==> src/rtl/ics_regs.svh <==
// Register offsets, field positions, reset values and writable masks for the two-wire controller.
// Behaviour
// - The fourteen byte registers sit at indices 0xFC00 to 0xFC11, with status directly after control.
// - After reset the divider reads 0x03, setup time 0x01, hardware status zero 0xC0, time base 0xFF, all others zero.
// - Control bit 7 switches the two-wire interface on when set and off when clear, and resets to zero.
// - Control bits 6 down to 1 each enable the interrupt of one of the six status flags, numbered zero to five.
// - Control bit 0 decides whether the slave answers the general call address.
// - Status bit 7 is a read-only busy indication, set by a start condition and cleared by a stop condition.
// - Status bit 6 is set at acknowledge time of a received address matching our own and is cleared by writing one.
// - Status bit 5 is set when an acknowledge or not-acknowledge follows our address and command byte, cleared by one.
// - The reception-complete flag is set once a received byte is complete, before its acknowledge is sent.
// - The SMBus flag is the OR of the SMBus interrupt status register and clears only once its sources clear.
`ifndef ICS_REGS_SVH
`define ICS_REGS_SVH

// Register indices; the byte address on the bus is four times the index.
`define ICS_IDX_CTRL 16'hFC00
`define ICS_IDX_STAT 16'hFC01
`define ICS_IDX_RXD 16'hFC02
`define ICS_IDX_TXD 16'hFC03
`define ICS_IDX_TSA 16'hFC04
`define ICS_IDX_OWN 16'hFC05
`define ICS_IDX_DIV 16'hFC06
`define ICS_IDX_CMD 16'hFC07
`define ICS_IDX_SETUP 16'hFC08
`define ICS_IDX_HOLD 16'hFC09
`define ICS_IDX_HW0 16'hFC0A
`define ICS_IDX_HW1 16'hFC0B
`define ICS_IDX_TBASE 16'hFC10
`define ICS_IDX_SMB 16'hFC11

// Reset values of the registers that do not start at zero.
`define ICS_RST_DIV 8'h03
`define ICS_RST_SETUP 8'h01
`define ICS_RST_HW0 8'hC0
`define ICS_RST_TBASE 8'hFF

// Writable bit masks; other bits are reserved and read as zero.
`define ICS_WM_DIV 8'h03
`define ICS_WM_CMD 8'h1F
`define ICS_WM_SETUP 8'h3F
`define ICS_WM_HOLD 8'h9F

// Field positions.
`define ICS_CTRL_ON 7
`define ICS_CTRL_GCA 0
`define ICS_STAT_BUSY 7
`define ICS_STAT_RXACK 0
`define ICS_CMD_END 1
`define ICS_CMD_GO 0
`define ICS_NFLAG 6

`endif

==> src/rtl/ics_pkg.sv <==
// Types shared by the two-wire controller register block.
`default_nettype none
package ics_pkg;

  // Bus slave handshake states, one-hot.
  typedef enum logic [1:0] {
    ICS_IDLE = 2'b01,
    ICS_ACK = 2'b10
  } ics_bus_state_type;

  // Events reported by the serial engine; the event bits are one-cycle pulses, hw0 and hw1 are status levels.
  typedef struct packed {
    logic start_det;
    logic stop_det;
    logic addr_rcvd;
    logic [7:0] rx_addr;
    logic addr_ack_rx;
    logic data_ack_rx;
    logic rx_done;
    logic [7:0] rx_byte;
    logic ack_bit;
    logic [7:0] smb_set;
    logic [7:0] hw0;
    logic [7:0] hw1;
  } ics_event_type;

  // Configuration handed to the serial engine.
  typedef struct packed {
    logic interface_on;
    logic general_call_reply_en;
    logic addr_reply;
    logic [7:0] tx_byte;
    logic [7:0] target_addr;
    logic [7:0] scl_div;
    logic [7:0] command;
    logic [7:0] setup_time;
    logic [7:0] hold_time;
    logic [7:0] time_base;
  } ics_config_type;

endpackage : ics_pkg
`default_nettype wire

==> src/rtl/ics_ctrl.sv <==
// Control and status registers of the two-wire serial controller behind an Avalon-MM slave.
`default_nettype none
`include "ics_regs.svh"

module ics_ctrl
  import ics_pkg::*;
(
  input wire logic clk,
  input wire logic rst,
  input wire logic [17:0] avs_address,
  input wire logic avs_read,
  input wire logic avs_write,
  input wire logic [31:0] avs_writedata,
  input wire logic [3:0] avs_byteenable,
  output logic [31:0] avs_readdata,
  output logic avs_waitrequest,
  input wire ics_event_type evt,
  output ics_config_type cfg,
  output logic irq
);

  // Register storage.
  ics_bus_state_type state_r;
  ics_bus_state_type state_nxt;
  logic wait_r;
  logic [31:0] rdata_r;
  logic irq_r;
  logic [7:0] ctrl_r;
  logic busy_r;
  logic rxack_r;
  logic [`ICS_NFLAG-1:0] flag_r;
  logic [7:0] rxd_r;
  logic [7:0] txd_r;
  logic [7:0] tsa_r;
  logic [7:0] own_r;
  logic [7:0] div_r;
  logic [7:0] cmd_r;
  logic [7:0] setup_r;
  logic [7:0] hold_r;
  logic [7:0] hw0_r;
  logic [7:0] hw1_r;
  logic [7:0] tbase_r;
  logic [7:0] smb_r;
  logic reply_r;

  // Address decode on the word index.
  wire [15:0] idx = avs_address[17:2];
  wire hit_ctrl = (idx == `ICS_IDX_CTRL);
  wire hit_stat = (idx == `ICS_IDX_STAT);
  wire hit_rxd = (idx == `ICS_IDX_RXD);
  wire hit_txd = (idx == `ICS_IDX_TXD);
  wire hit_tsa = (idx == `ICS_IDX_TSA);
  wire hit_own = (idx == `ICS_IDX_OWN);
  wire hit_div = (idx == `ICS_IDX_DIV);
  wire hit_cmd = (idx == `ICS_IDX_CMD);
  wire hit_setup = (idx == `ICS_IDX_SETUP);
  wire hit_hold = (idx == `ICS_IDX_HOLD);
  wire hit_hw0 = (idx == `ICS_IDX_HW0);
  wire hit_hw1 = (idx == `ICS_IDX_HW1);
  wire hit_tbase = (idx == `ICS_IDX_TBASE);
  wire hit_smb = (idx == `ICS_IDX_SMB);

  // A request is taken in the cycle the slave drops waitrequest.
  wire taken = (state_r == ICS_ACK);
  wire wr_go = taken & avs_write & avs_byteenable[0];
  wire [7:0] wd = avs_writedata[7:0];

  // Interface enable and general call reply enable.
  wire on = ctrl_r[`ICS_CTRL_ON];
  wire gca_en = ctrl_r[`ICS_CTRL_GCA];
  wire [`ICS_NFLAG-1:0] en = ctrl_r[6:1];

  // Own address match, including the general call address when replies are enabled.
  wire own_hit = (evt.rx_addr[7:1] == own_r[7:1]);
  wire gc_hit = (evt.rx_addr[7:1] == 7'h00) & gca_en;
  wire match = on & evt.addr_rcvd & (own_hit | gc_hit);

  // Event sources, indexed by status bit minus one; the SMBus flag at index 1 is a level.
  wire [`ICS_NFLAG-1:0] ev_set;
  assign ev_set[5] = match;
  assign ev_set[4] = on & evt.addr_ack_rx;
  assign ev_set[3] = on & evt.data_ack_rx;
  assign ev_set[2] = on & evt.rx_done;
  assign ev_set[1] = 1'b0;
  assign ev_set[0] = on & evt.stop_det;

  // Write-one-to-clear strobes; flag i lives at status bit i+1, next to its enable at control bit i+1.
  wire [`ICS_NFLAG-1:0] ev_clr = (wr_go & hit_stat) ? wd[6:1] : '0;

  // SMBus status: hardware set wins over a software clear.
  wire [7:0] smb_clr = (wr_go & hit_smb) ? wd : 8'h00;
  wire [7:0] smb_nxt = (smb_r & ~smb_clr) | (on ? evt.smb_set : 8'h00);

  // Per-flag sticky logic.
  wire [`ICS_NFLAG-1:0] flag_nxt;
  genvar gi;
  generate
    for (gi = 0; gi < `ICS_NFLAG; gi++) begin : g_flag
      if (gi == 1) begin : g_lvl
        assign flag_nxt[gi] = |smb_nxt;
      end else begin : g_sticky
        assign flag_nxt[gi] = (flag_r[gi] & ~ev_clr[gi]) | ev_set[gi];
      end
    end
  endgenerate

  // Flags placed into the status byte with busy and the acknowledge bit.
  wire [7:0] stat_view = {busy_r, flag_r, rxack_r};

  // Busy follows start and stop conditions; a stop in the same cycle frees the bus.
  wire busy_nxt = evt.stop_det ? 1'b0 : (evt.start_det ? 1'b1 : busy_r);

  // Command register: software sets bits, hardware clears them when done or when disabled.
  wire [7:0] cmd_wr = (wr_go & hit_cmd) ? (wd & `ICS_WM_CMD) : cmd_r;
  wire [7:0] cmd_done = {6'h00, evt.stop_det, evt.start_det};
  wire [7:0] cmd_nxt = on ? (cmd_wr & ~cmd_done) : 8'h00;

  // Interrupt when any enabled flag is set.
  wire irq_nxt = |(flag_nxt & en);

  // Read selection.
  wire [7:0] rsel =
    hit_ctrl ? ctrl_r :
    hit_stat ? stat_view :
    hit_rxd ? rxd_r :
    hit_txd ? txd_r :
    hit_tsa ? tsa_r :
    hit_own ? own_r :
    hit_div ? div_r :
    hit_cmd ? cmd_r :
    hit_setup ? setup_r :
    hit_hold ? hold_r :
    hit_hw0 ? hw0_r :
    hit_hw1 ? hw1_r :
    hit_tbase ? tbase_r :
    hit_smb ? smb_r : 8'h00;

  // Bus handshake: one wait cycle, then a single answer cycle.
  always_comb begin
    case (state_r)
      ICS_IDLE: state_nxt = (avs_read | avs_write) ? ICS_ACK : ICS_IDLE;
      ICS_ACK: state_nxt = ICS_IDLE;
      default: state_nxt = ICS_IDLE;
    endcase
  end

  // Handshake state, waitrequest and read data.
  always_ff @(posedge clk) begin
    if (rst) begin
      state_r <= ICS_IDLE;
      wait_r <= 1'b1;
      rdata_r <= 32'h0000_0000;
    end else begin
      state_r <= state_nxt;
      wait_r <= (state_nxt != ICS_ACK);
      rdata_r <= {24'h000000, rsel};
    end
  end

  // Control register.
  always_ff @(posedge clk) begin
    if (rst) begin
      ctrl_r <= 8'h00;
    end else if (wr_go & hit_ctrl) begin
      ctrl_r <= wd;
    end
  end

  // Status flags, busy and acknowledge bit.
  always_ff @(posedge clk) begin
    if (rst) begin
      flag_r <= '0;
      busy_r <= 1'b0;
      rxack_r <= 1'b0;
      irq_r <= 1'b0;
    end else begin
      flag_r <= flag_nxt;
      busy_r <= busy_nxt;
      rxack_r <= (evt.addr_ack_rx | evt.data_ack_rx) ? evt.ack_bit : rxack_r;
      irq_r <= irq_nxt;
    end
  end

  // Received data and received command bit.
  always_ff @(posedge clk) begin
    if (rst) begin
      rxd_r <= 8'h00;
      own_r <= 8'h00;
      reply_r <= 1'b0;
    end else begin
      rxd_r <= evt.rx_done ? evt.rx_byte : rxd_r;
      own_r[7:1] <= (wr_go & hit_own) ? wd[7:1] : own_r[7:1];
      own_r[0] <= match ? evt.rx_addr[0] : own_r[0];
      reply_r <= evt.addr_rcvd ? match : reply_r;
    end
  end

  // Software-written configuration.
  always_ff @(posedge clk) begin
    if (rst) begin
      txd_r <= 8'h00;
      tsa_r <= 8'h00;
      div_r <= `ICS_RST_DIV;
      setup_r <= `ICS_RST_SETUP;
      hold_r <= 8'h00;
      tbase_r <= `ICS_RST_TBASE;
    end else if (wr_go) begin
      txd_r <= hit_txd ? wd : txd_r;
      tsa_r <= hit_tsa ? wd : tsa_r;
      div_r <= hit_div ? (wd & `ICS_WM_DIV) : div_r;
      setup_r <= hit_setup ? (wd & `ICS_WM_SETUP) : setup_r;
      hold_r <= hit_hold ? (wd & `ICS_WM_HOLD) : hold_r;
      tbase_r <= hit_tbase ? wd : tbase_r;
    end
  end

  // Command, SMBus status and hardware status mirrors.
  always_ff @(posedge clk) begin
    if (rst) begin
      cmd_r <= 8'h00;
      smb_r <= 8'h00;
      hw0_r <= `ICS_RST_HW0;
      hw1_r <= 8'h00;
    end else begin
      cmd_r <= cmd_nxt;
      smb_r <= smb_nxt;
      hw0_r <= evt.hw0;
      hw1_r <= evt.hw1;
    end
  end

  // Outputs, all taken straight from registers.
  assign avs_waitrequest = wait_r;
  assign avs_readdata = rdata_r;
  assign irq = irq_r;
  // The whole configuration bundle is driven by one assignment so that it has a single driver.
  assign cfg = '{interface_on: on, general_call_reply_en: gca_en, addr_reply: reply_r, tx_byte: txd_r,
    target_addr: tsa_r, scl_div: div_r, command: cmd_r, setup_time: setup_r, hold_time: hold_r,
    time_base: tbase_r};

endmodule : ics_ctrl
`default_nettype wire

==> config.mk <==
export PLATFORM = sky130hd
export DESIGN_NAME = ics_ctrl
export DESIGN_NICKNAME = d
export VERILOG_FILES = /design/src/rtl/ics_pkg.sv /design/src/rtl/ics_ctrl.sv
export VERILOG_INCLUDE_DIRS = /design/src /design/src/rtl
export SDC_FILE = /design/constraint.sdc
export NUM_CORES = 1
export LEC_CHECK = 0
export BUFFER_PORTS_ARGS = -buffer_cell sky130_fd_sc_hd__buf_2
export CORE_ASPECT_RATIO = 1.25
export CORE_MARGIN = 1
export CORE_UTILIZATION = 42
export CTS_CLUSTER_DIAMETER = 200
export DETAILED_ROUTE_END_ITERATION = 8
export PLACE_DENSITY = 0.69
export SYNTH_ARGS = -nofsm -noshare
export SYNTH_HDL_FRONTEND = slang
export SYNTH_SLANG_ARGS = --single-unit
==> constraint.sdc <==
create_clock -name clk -period 5.69 [get_ports clk]
set_input_delay 0.8535 -clock clk [delete_from_list [all_inputs] [get_ports clk]]
set_output_delay 0.8535 -clock clk [all_outputs]
set_load 0.02 [all_outputs]
==> summary.md, run 1 <==
| Metric | Value |
|---|---|
| Status | `finished, final reports clean` |
| Count of buffers added by post-CTS timing repair for setup | `0` |
| Sink Count | `~110` |
| Most common cell after layout, fill and taps aside | `buf_2` |
| M2 GR Usage | `between 40% and 50%` |
| Arrival time of data at the critical path endpoint | `~3.6 ns` |
| Max-slew violation count | `0` |
| Number of port buffers | `131` |
| Required time at the endpoint of the critical path | `5.93 ns` |
| RD Place Congestion | `~0.95` |
| Share of flip-flops with an asynchronous set or reset after synthesis | `0%` |
| Total wire length | `18,100 um` |
| Post-synthesis compound-gate area fraction | `19.3%` |
| Die Y | `~130 um` |
| Worst Path Max Fanout | `25` |
| CTS max path bufs | `2` |
| Post-synthesis share of cell area spent on and, or, nand and nor gates | `22.4%` |
| Proportion of synthesized area in mux cells | `8.23%` |
| Worst Hold Depth | `1` |
| Global-route wire length before repair | `27,300 um` |
| CTS H-tree depth | `3` |
| Post-synthesis xor/xnor area fraction | `roughly 1.1%` |
| Biggest area consumer among synthesized cells | `dfxtp_1` |
| Number of standard cells after synthesis | `~660` |
| IO Count | `just under 200` |
| Most area-consuming cells after synthesis | `dfxtp_1 (40%), mux2i_1 (6.8%), a21oi_1 (5.5%), buf_4 (5.4%), nand2_1 (5.4%)` |
| Overall via count from detail_route | `roughly 5,400` |
| Placeable core region | `12,800 um2` |
| Length in cells of the worst reg-to-reg path | `7` |
| Max stage delay cell, worst path | `nor2b_1` |
| Horizontal die dimension | `around 110 um` |
| CTS tree | `done` |
| Most used DFF post-synth | `dfxtp_1` |
| Placement row count | `46` |
| Library cells used by synthesis | `66` |
| Busiest metal layer after global routing | `met2` |
| Sequential cell area fraction in the yosys report | `between 30% and 40%` |
| Worst slew margin relative to its limit | `between 30% and 40%` |
| Met3 track demand over resource in global routing | `approximately 6%` |
| Fin Clk Skew | `~0.0064 ns` |
| Leakage component of the power | `approximately 2.7 nW` |
| Register bit total from synthesis | `111` |
| Path class of the lowest-slack min-delay path | `register to register` |
| Area share of fa/ha/maj cells after synthesis | `0%` |
| Pin count of the biggest net entering global routing | `49` |
| Layout cell share with drive strength beyond 1 | `between 20 and 25%` |
| Kind of start point of the critical path | `input port` |
| Clock root buffer master | `clkbuf_16` |
| GR met1 Demand/Resource | `between 30% and 40%` |
| Initial antenna violation count | `0` |
| Syn_area_per_cell | `between 8 and 9 um2` |
| Post-synthesis instance area | `5580 um2` |
| Hold Slack | `around 0.47 ns` |
| Number of buffers created by CTS | `9` |
| ANT cells | `0` |
| Critical path type | `input port to register` |
| Global router's overall resource usage | `a little over a quarter` |
| Number of global-route vias before repair | `~5,100` |
| Maximum clock frequency | `298 MHz` |
| Post-route minimum period | `roughly 3.4 ns` |
| Total power draw | `between 0.0015 and 0.002 W` |
| Portion of synthesized cell area occupied by the leading cell type | `between 30% and 40%` |
| Starting utilization of the core area | `a little over two fifths` |
| Total overflow reported by the global router | `0` |
| Detailed-route wire length per cell | `just under 20 um` |
| First DRT Iteration DRCs | `375` |
| Die outline area | `13,800 um2` |
| Endpoint class of the critical path | `register` |
| Worst IR drop on VDD | `between 150 and 200 uV` |
| Vias/cell | `5.73` |
| Commonest cells after routing, fill and taps aside | `buf_2 (131), dfxtp_1 (111), nand2_1 (80), a21oi_1 (61), nor2_1 (60)` |
| CP max stage delay | `between 0.5 and 0.6 ns` |
| CP Cell Sequence | `buf_2 -> buf_4 -> nor2b_1 -> nand2_1 -> o41ai_4 -> nand2_1 -> a222oi_1 -> a31oi_1 -> a21o_1` |
| Tightest Pin Transition | `roughly 0.95 ns` |
| Setup repair after global routing missed its margin | `no` |
| Largest family of logic cells by synthesized area | `simple AND/OR/NAND/NOR gates` |
| Number of synthesized flops with an enable pin | `0` |
| Period Utilization, post-route | `around three fifths` |
| Number of setup violations in the final report | `0` |
| Yosys warns | `0` |
| Number of maximum-capacitance constraint violations | `0` |
| Clock slew seen by the registers of the worst setup and hold paths | `about 0.07 ns` |
| Net count, final | `between 800 and 900` |
| Pre-Repair DR Iteration Count | `6` |
| Number of design rule violations left after detail routing | `0` |
| Half-perimeter wire length after placement | `between 10,000 and 15,000 um` |
| DRT antenna net count | `0` |
| Setup total negative slack | `0 ns` |
| Skew-Pair Late Insertion Delay | `~0.35 ns` |
| Count of hold buffers inserted by post-cts repair | `0` |
| P per Cell Area | `249 nW/um2` |
| Area Overhead vs Synth | `15.9%` |
| Cells resized by post-CTS repair | `0` |
| Final hold violation count | `0` |
| Most prevalent standard cell on the critical path | `nand2_1` |
| Fill cell total of the finished layout | `1,289` |
## report_power, final
group	switching [W]	internal (W)	leakage [nW]
Combinational	0.0000993	0.0000439	1.67
Clock	0.000276	0.000396	0.149
Sequential	0.00000672	0.000788	0.902
## cell families (layout without fill, tap and decap cells)
kind of cell | Yosys count | after routing
compound gates | 158 | 158
buf+inv | 91 | 160
mux | 44 | 44
flops | 111 | 111
xor+xnor | 7 | 7
simple gates | 251 | 251
other cells | 1 | 37
## worst paths after layout
| check | to | startpoint | slack [ns] |
|---|---|---|---|
| hold / removal | avs_waitrequest | avs_waitrequest | 0.47 |
| setup reg to reg | irq | avs_waitrequest | 3.08 |
| hold reg to reg | avs_waitrequest | avs_waitrequest | 0.47 |
| setup / recovery | irq | avs_address[2] | 2.34 |
## final cells by class
class,count,area [um2],area share [%]
Sequential cell,111,2220,34.4
Clock buffer,12,246,3.81
Timing Repair Buffer,138,708,11.0
Tap cell,168,210,3.25
Inverter,7,26.3,0.406
Clock inverter,3,67.6,1.04
Multi-Input combinational cell,497,2990,46.2
## stage by stage
step,setup WS (ns),utilization [%],cells,cell area [um2]
final,2.34,50.4,936,6470
after global routing,2.20,50.4,936,6470
after CTS,2.42,50.4,936,6470
after detailed placement,2.05,47.9,921,6150
after global placement,2.09,47.9,921,6150
after floorplan,2.88,-,699,5720
## synth_stat cells (all sizes together) (6+ instances only)
cell    number
nor2        61
dfxtp      111
nor4         6
xor2         7
a22oi        7
nor3        13
inv          7
a21boi       6
a22o         8
o21ai       15
buf         53
mux2i       38
nand2       80
nor2b       32
o22ai        8
a21oi       61
nand4        7
a211o       11
nand3       22
clkbuf      31
## registers in the layout, summed over array words and instances, names as in the netlist
register	cells
div_r	2
busy_r	1
cmd_r	5
state_r	1
rxack_r	1
avs_waitrequest	1
setup_r	6
hw0_r	8
hw1_r	8
own_r	8
smb_r	8
tsa_r	8
reply_r	1
tbase_r	8
avs_readdata	8
flag_r	6
txd_r	8
ctrl_r	8
irq	1
hold_r	6
rxd_r	8
## critical path: cells and delay by family
family / cells / cell delay, ns
buffers and inverters: 2 / 0.79
AOI/OAI and AO/OA: 4 / 0.94
and+or+nand+nor: 3 / 0.98
## routing by layer
metal	routed length, um	part of all wire [%]
met5	0	0
met4	1020	5.6
met3	1290	7.1
met2	8620	48
met1	7210	40
Note: power is estimated with default switching activity, not from simulation.
==> run 2: changes to the inputs <==
--- a/config.mk
+++ b/config.mk
@@ -12,7 +12,7 @@
 export CORE_UTILIZATION = 42
 export CTS_CLUSTER_DIAMETER = 200
 export DETAILED_ROUTE_END_ITERATION = 8
-export PLACE_DENSITY = 0.69
+export PLACE_DENSITY = 0.72
 export SYNTH_ARGS = -nofsm -noshare
 export SYNTH_HDL_FRONTEND = slang
 export SYNTH_SLANG_ARGS = --single-unit
==> constraint.sdc (replaced) <==
create_clock -name clk -period 3 [get_ports clk]
set_input_delay 0.45 -clock clk [delete_from_list [all_inputs] [get_ports clk]]
set_output_delay 0.45 -clock clk [all_outputs]
set_load 0.02 [all_outputs]
==> run 2 against run 1 <==
Setup slack got worse by 1.7 ns. Count of clock-buffer cells in the layout decreased by 2. Critical path type unchanged. Cell area increased by 1.6%. Clock skew increased by 0.0037 ns. Worst hold slack got worse by 0.19 ns. Highest routed layer unchanged.
==> summary.md, run 2 (same netlist as run 1, synthesis figures left out) <==
| Metric | Value |
|---|---|
| First DRT Iteration DRCs | `around 430` |
| Clock root buffer master | `clkbuf_16` |
| Required time at the endpoint of the critical path | `between 3 and 4 ns` |
| Post-route non-filler standard cell count | `around 950` |
| Kind of start point of the critical path | `input port` |
| Utilization after layout | `about 51%` |
| Total cell area at the placement stage | `~6300 um2` |
| Number of port buffers | `roughly 130` |
| Commonest cells after routing, fill and taps aside | `buf_2 (130), dfxtp_1 (111), nand2_1 (80), a21oi_1 (61), nor2_1 (60)` |
| Area Overhead vs Synth | `17.7%` |
| Die Y | `131 um` |
| Setup total negative slack | `0 ns` |
| Layout cell share with drive strength beyond 1 | `approximately a quarter` |
| Count of buffers added by post-CTS timing repair for setup | `0` |
| Number of setup violations in the final report | `0` |
| Final hold violation count | `0` |
| Pre-Repair DR Iteration Count | `7` |
| Setup repair after global routing missed its margin | `no` |
| Detailed-route wire length per cell | `18.4 um` |
| Worst Path Max Fanout | `7` |
| Starting utilization of the core area | `a little over two fifths` |
| Net count, final | `883` |
| RD Place Congestion | `a little under 1` |
| Sequential standard cell area | `between 2000 and 2500 um2` |
| Endpoint class of the critical path | `register` |
| IO Count | `just under 200` |
| Die outline area | `roughly 14,000 um2` |
| CTS tree | `done` |
| Horizontal die dimension | `around 110 um` |
| Placed Cells | `just over 900` |
| Status | `finished, final reports clean` |
| Placement row count | `46` |
| Max-slew violation count | `0` |
| Number of maximum-capacitance constraint violations | `0` |
| Slack of the worst reg-to-reg path | `between 0.8 and 0.9 ns` |
| Fin Clk Skew | `between 0.01 and 0.015 ns` |
| Cells resized by post-CTS repair | `0` |
| Number of design rule violations left after detail routing | `0` |
| Period Utilization, post-route | `around 80%` |
| Total overflow reported by the global router | `0` |
| Total power draw | `0.00300 W` |
| Critical path type | `input port to register` |
| Clock slew seen by the registers of the worst setup and hold paths | `roughly 0.08 ns` |
| Post-route minimum period | `2.35 ns` |
| Sink Count | `between 100 and 150` |
| Number of global-route vias before repair | `4,863` |
| Initial antenna violation count | `0` |
| Fill cell total of the finished layout | `1,278` |
| CTS max path bufs | `2` |
| DRT antenna net count | `0` |
| Pin count of the biggest net entering global routing | `57` |
| Placeable core region | `about 13,000 um2` |
| Tightest Pin Transition | `0.581 ns` |
| Area taken by multi-input logic gates | `roughly 3000 um2` |
| Maximum clock frequency | `roughly 430 MHz` |
| ANT cells | `0` |
| Path class of the lowest-slack min-delay path | `input port to register` |
| P per Cell Area | `457 nW/um2` |
| Total wire length | `approximately 17,000 um` |
| Global router's overall resource usage | `25.6%` |
| Count of hold buffers inserted by post-cts repair | `0` |
| Final design area excluding fillers | `between 6000 and 7000 um2` |
| Most common cell after layout, fill and taps aside | `buf_2` |
| Skew-Pair Late Insertion Delay | `roughly 0.36 ns` |
| Number of buffers created by CTS | `9` |
| Vias/cell | `between 5 and 6` |
| Worst slew margin relative to its limit | `between 60 and 70%` |
| Half-perimeter wire length after placement | `13,100 um` |
| Leakage component of the power | `2.78 nW` |
| Overall via count from detail_route | `roughly 5,200` |
| CTS H-tree depth | `3` |
| Arrival time of data at the critical path endpoint | `2.61 ns` |
| Global-route wire length before repair | `around 26,000 um` |
| Worst IR drop on VDD | `252 uV` |
[run 2: through the flow]
stage / worst slack [ns] / hold WS [ns]
detailed placement: 0.311 / 0.449
finish: 0.654 / 0.274
floorplan: 0.595 / 0.432
global placement: 0.303 / 0.441
global route: 0.504 / 0.271
CTS: 0.677 / 0.271
[run 2: layout make-up]
| class | instances | share of cell area, % |
|---|---|---|
| Clock inverter | 6 | 1.05 |
| Sequential cell | 111 | 33.8 |
| Timing Repair Buffer | 152 | 12.6 |
| Inverter | 7 | 0.400 |
| Multi-Input combinational cell | 497 | 45.4 |
| Clock buffer | 10 | 3.49 |
| Tap cell | 168 | 3.20 |
[run 2: worst paths after layout]
check                   from  depth (start not counted)               to
min reg2reg  avs_waitrequest                          1  avs_waitrequest
max reg2reg  avs_waitrequest                          5       tbase_r[6]
min                  evt[46]                          2         cmd_r[0]
max           avs_address[8]                          8              irq
[run 2: critical path, stage by stage]
cell	delay [ns]
buf_2	0.10
or2_1	0.33
or4_4	0.62
o41ai_4	0.36
nand2_1	0.10
a222oi_1	0.30
a31oi_1	0.16
a21o_1	0.19
[run 2: routing by layer]
| layer | part of all wire [%] | global-route usage (%) |
|---|---|---|
| met5 | 0 | 0 |
| met4 | 5.0 | 16.3 |
| met3 | 7.0 | 4.51 |
| met2 | 48 | 44.1 |
| met1 | 40 | 29.6 |
[run 2: power breakdown]
group | switching [W] | internal, W
logic | 0.000187 | 0.0000901
registers | 0.0000127 | 0.00149
clock network | 0.000563 | 0.000653
total | 0.000763 | 0.00224
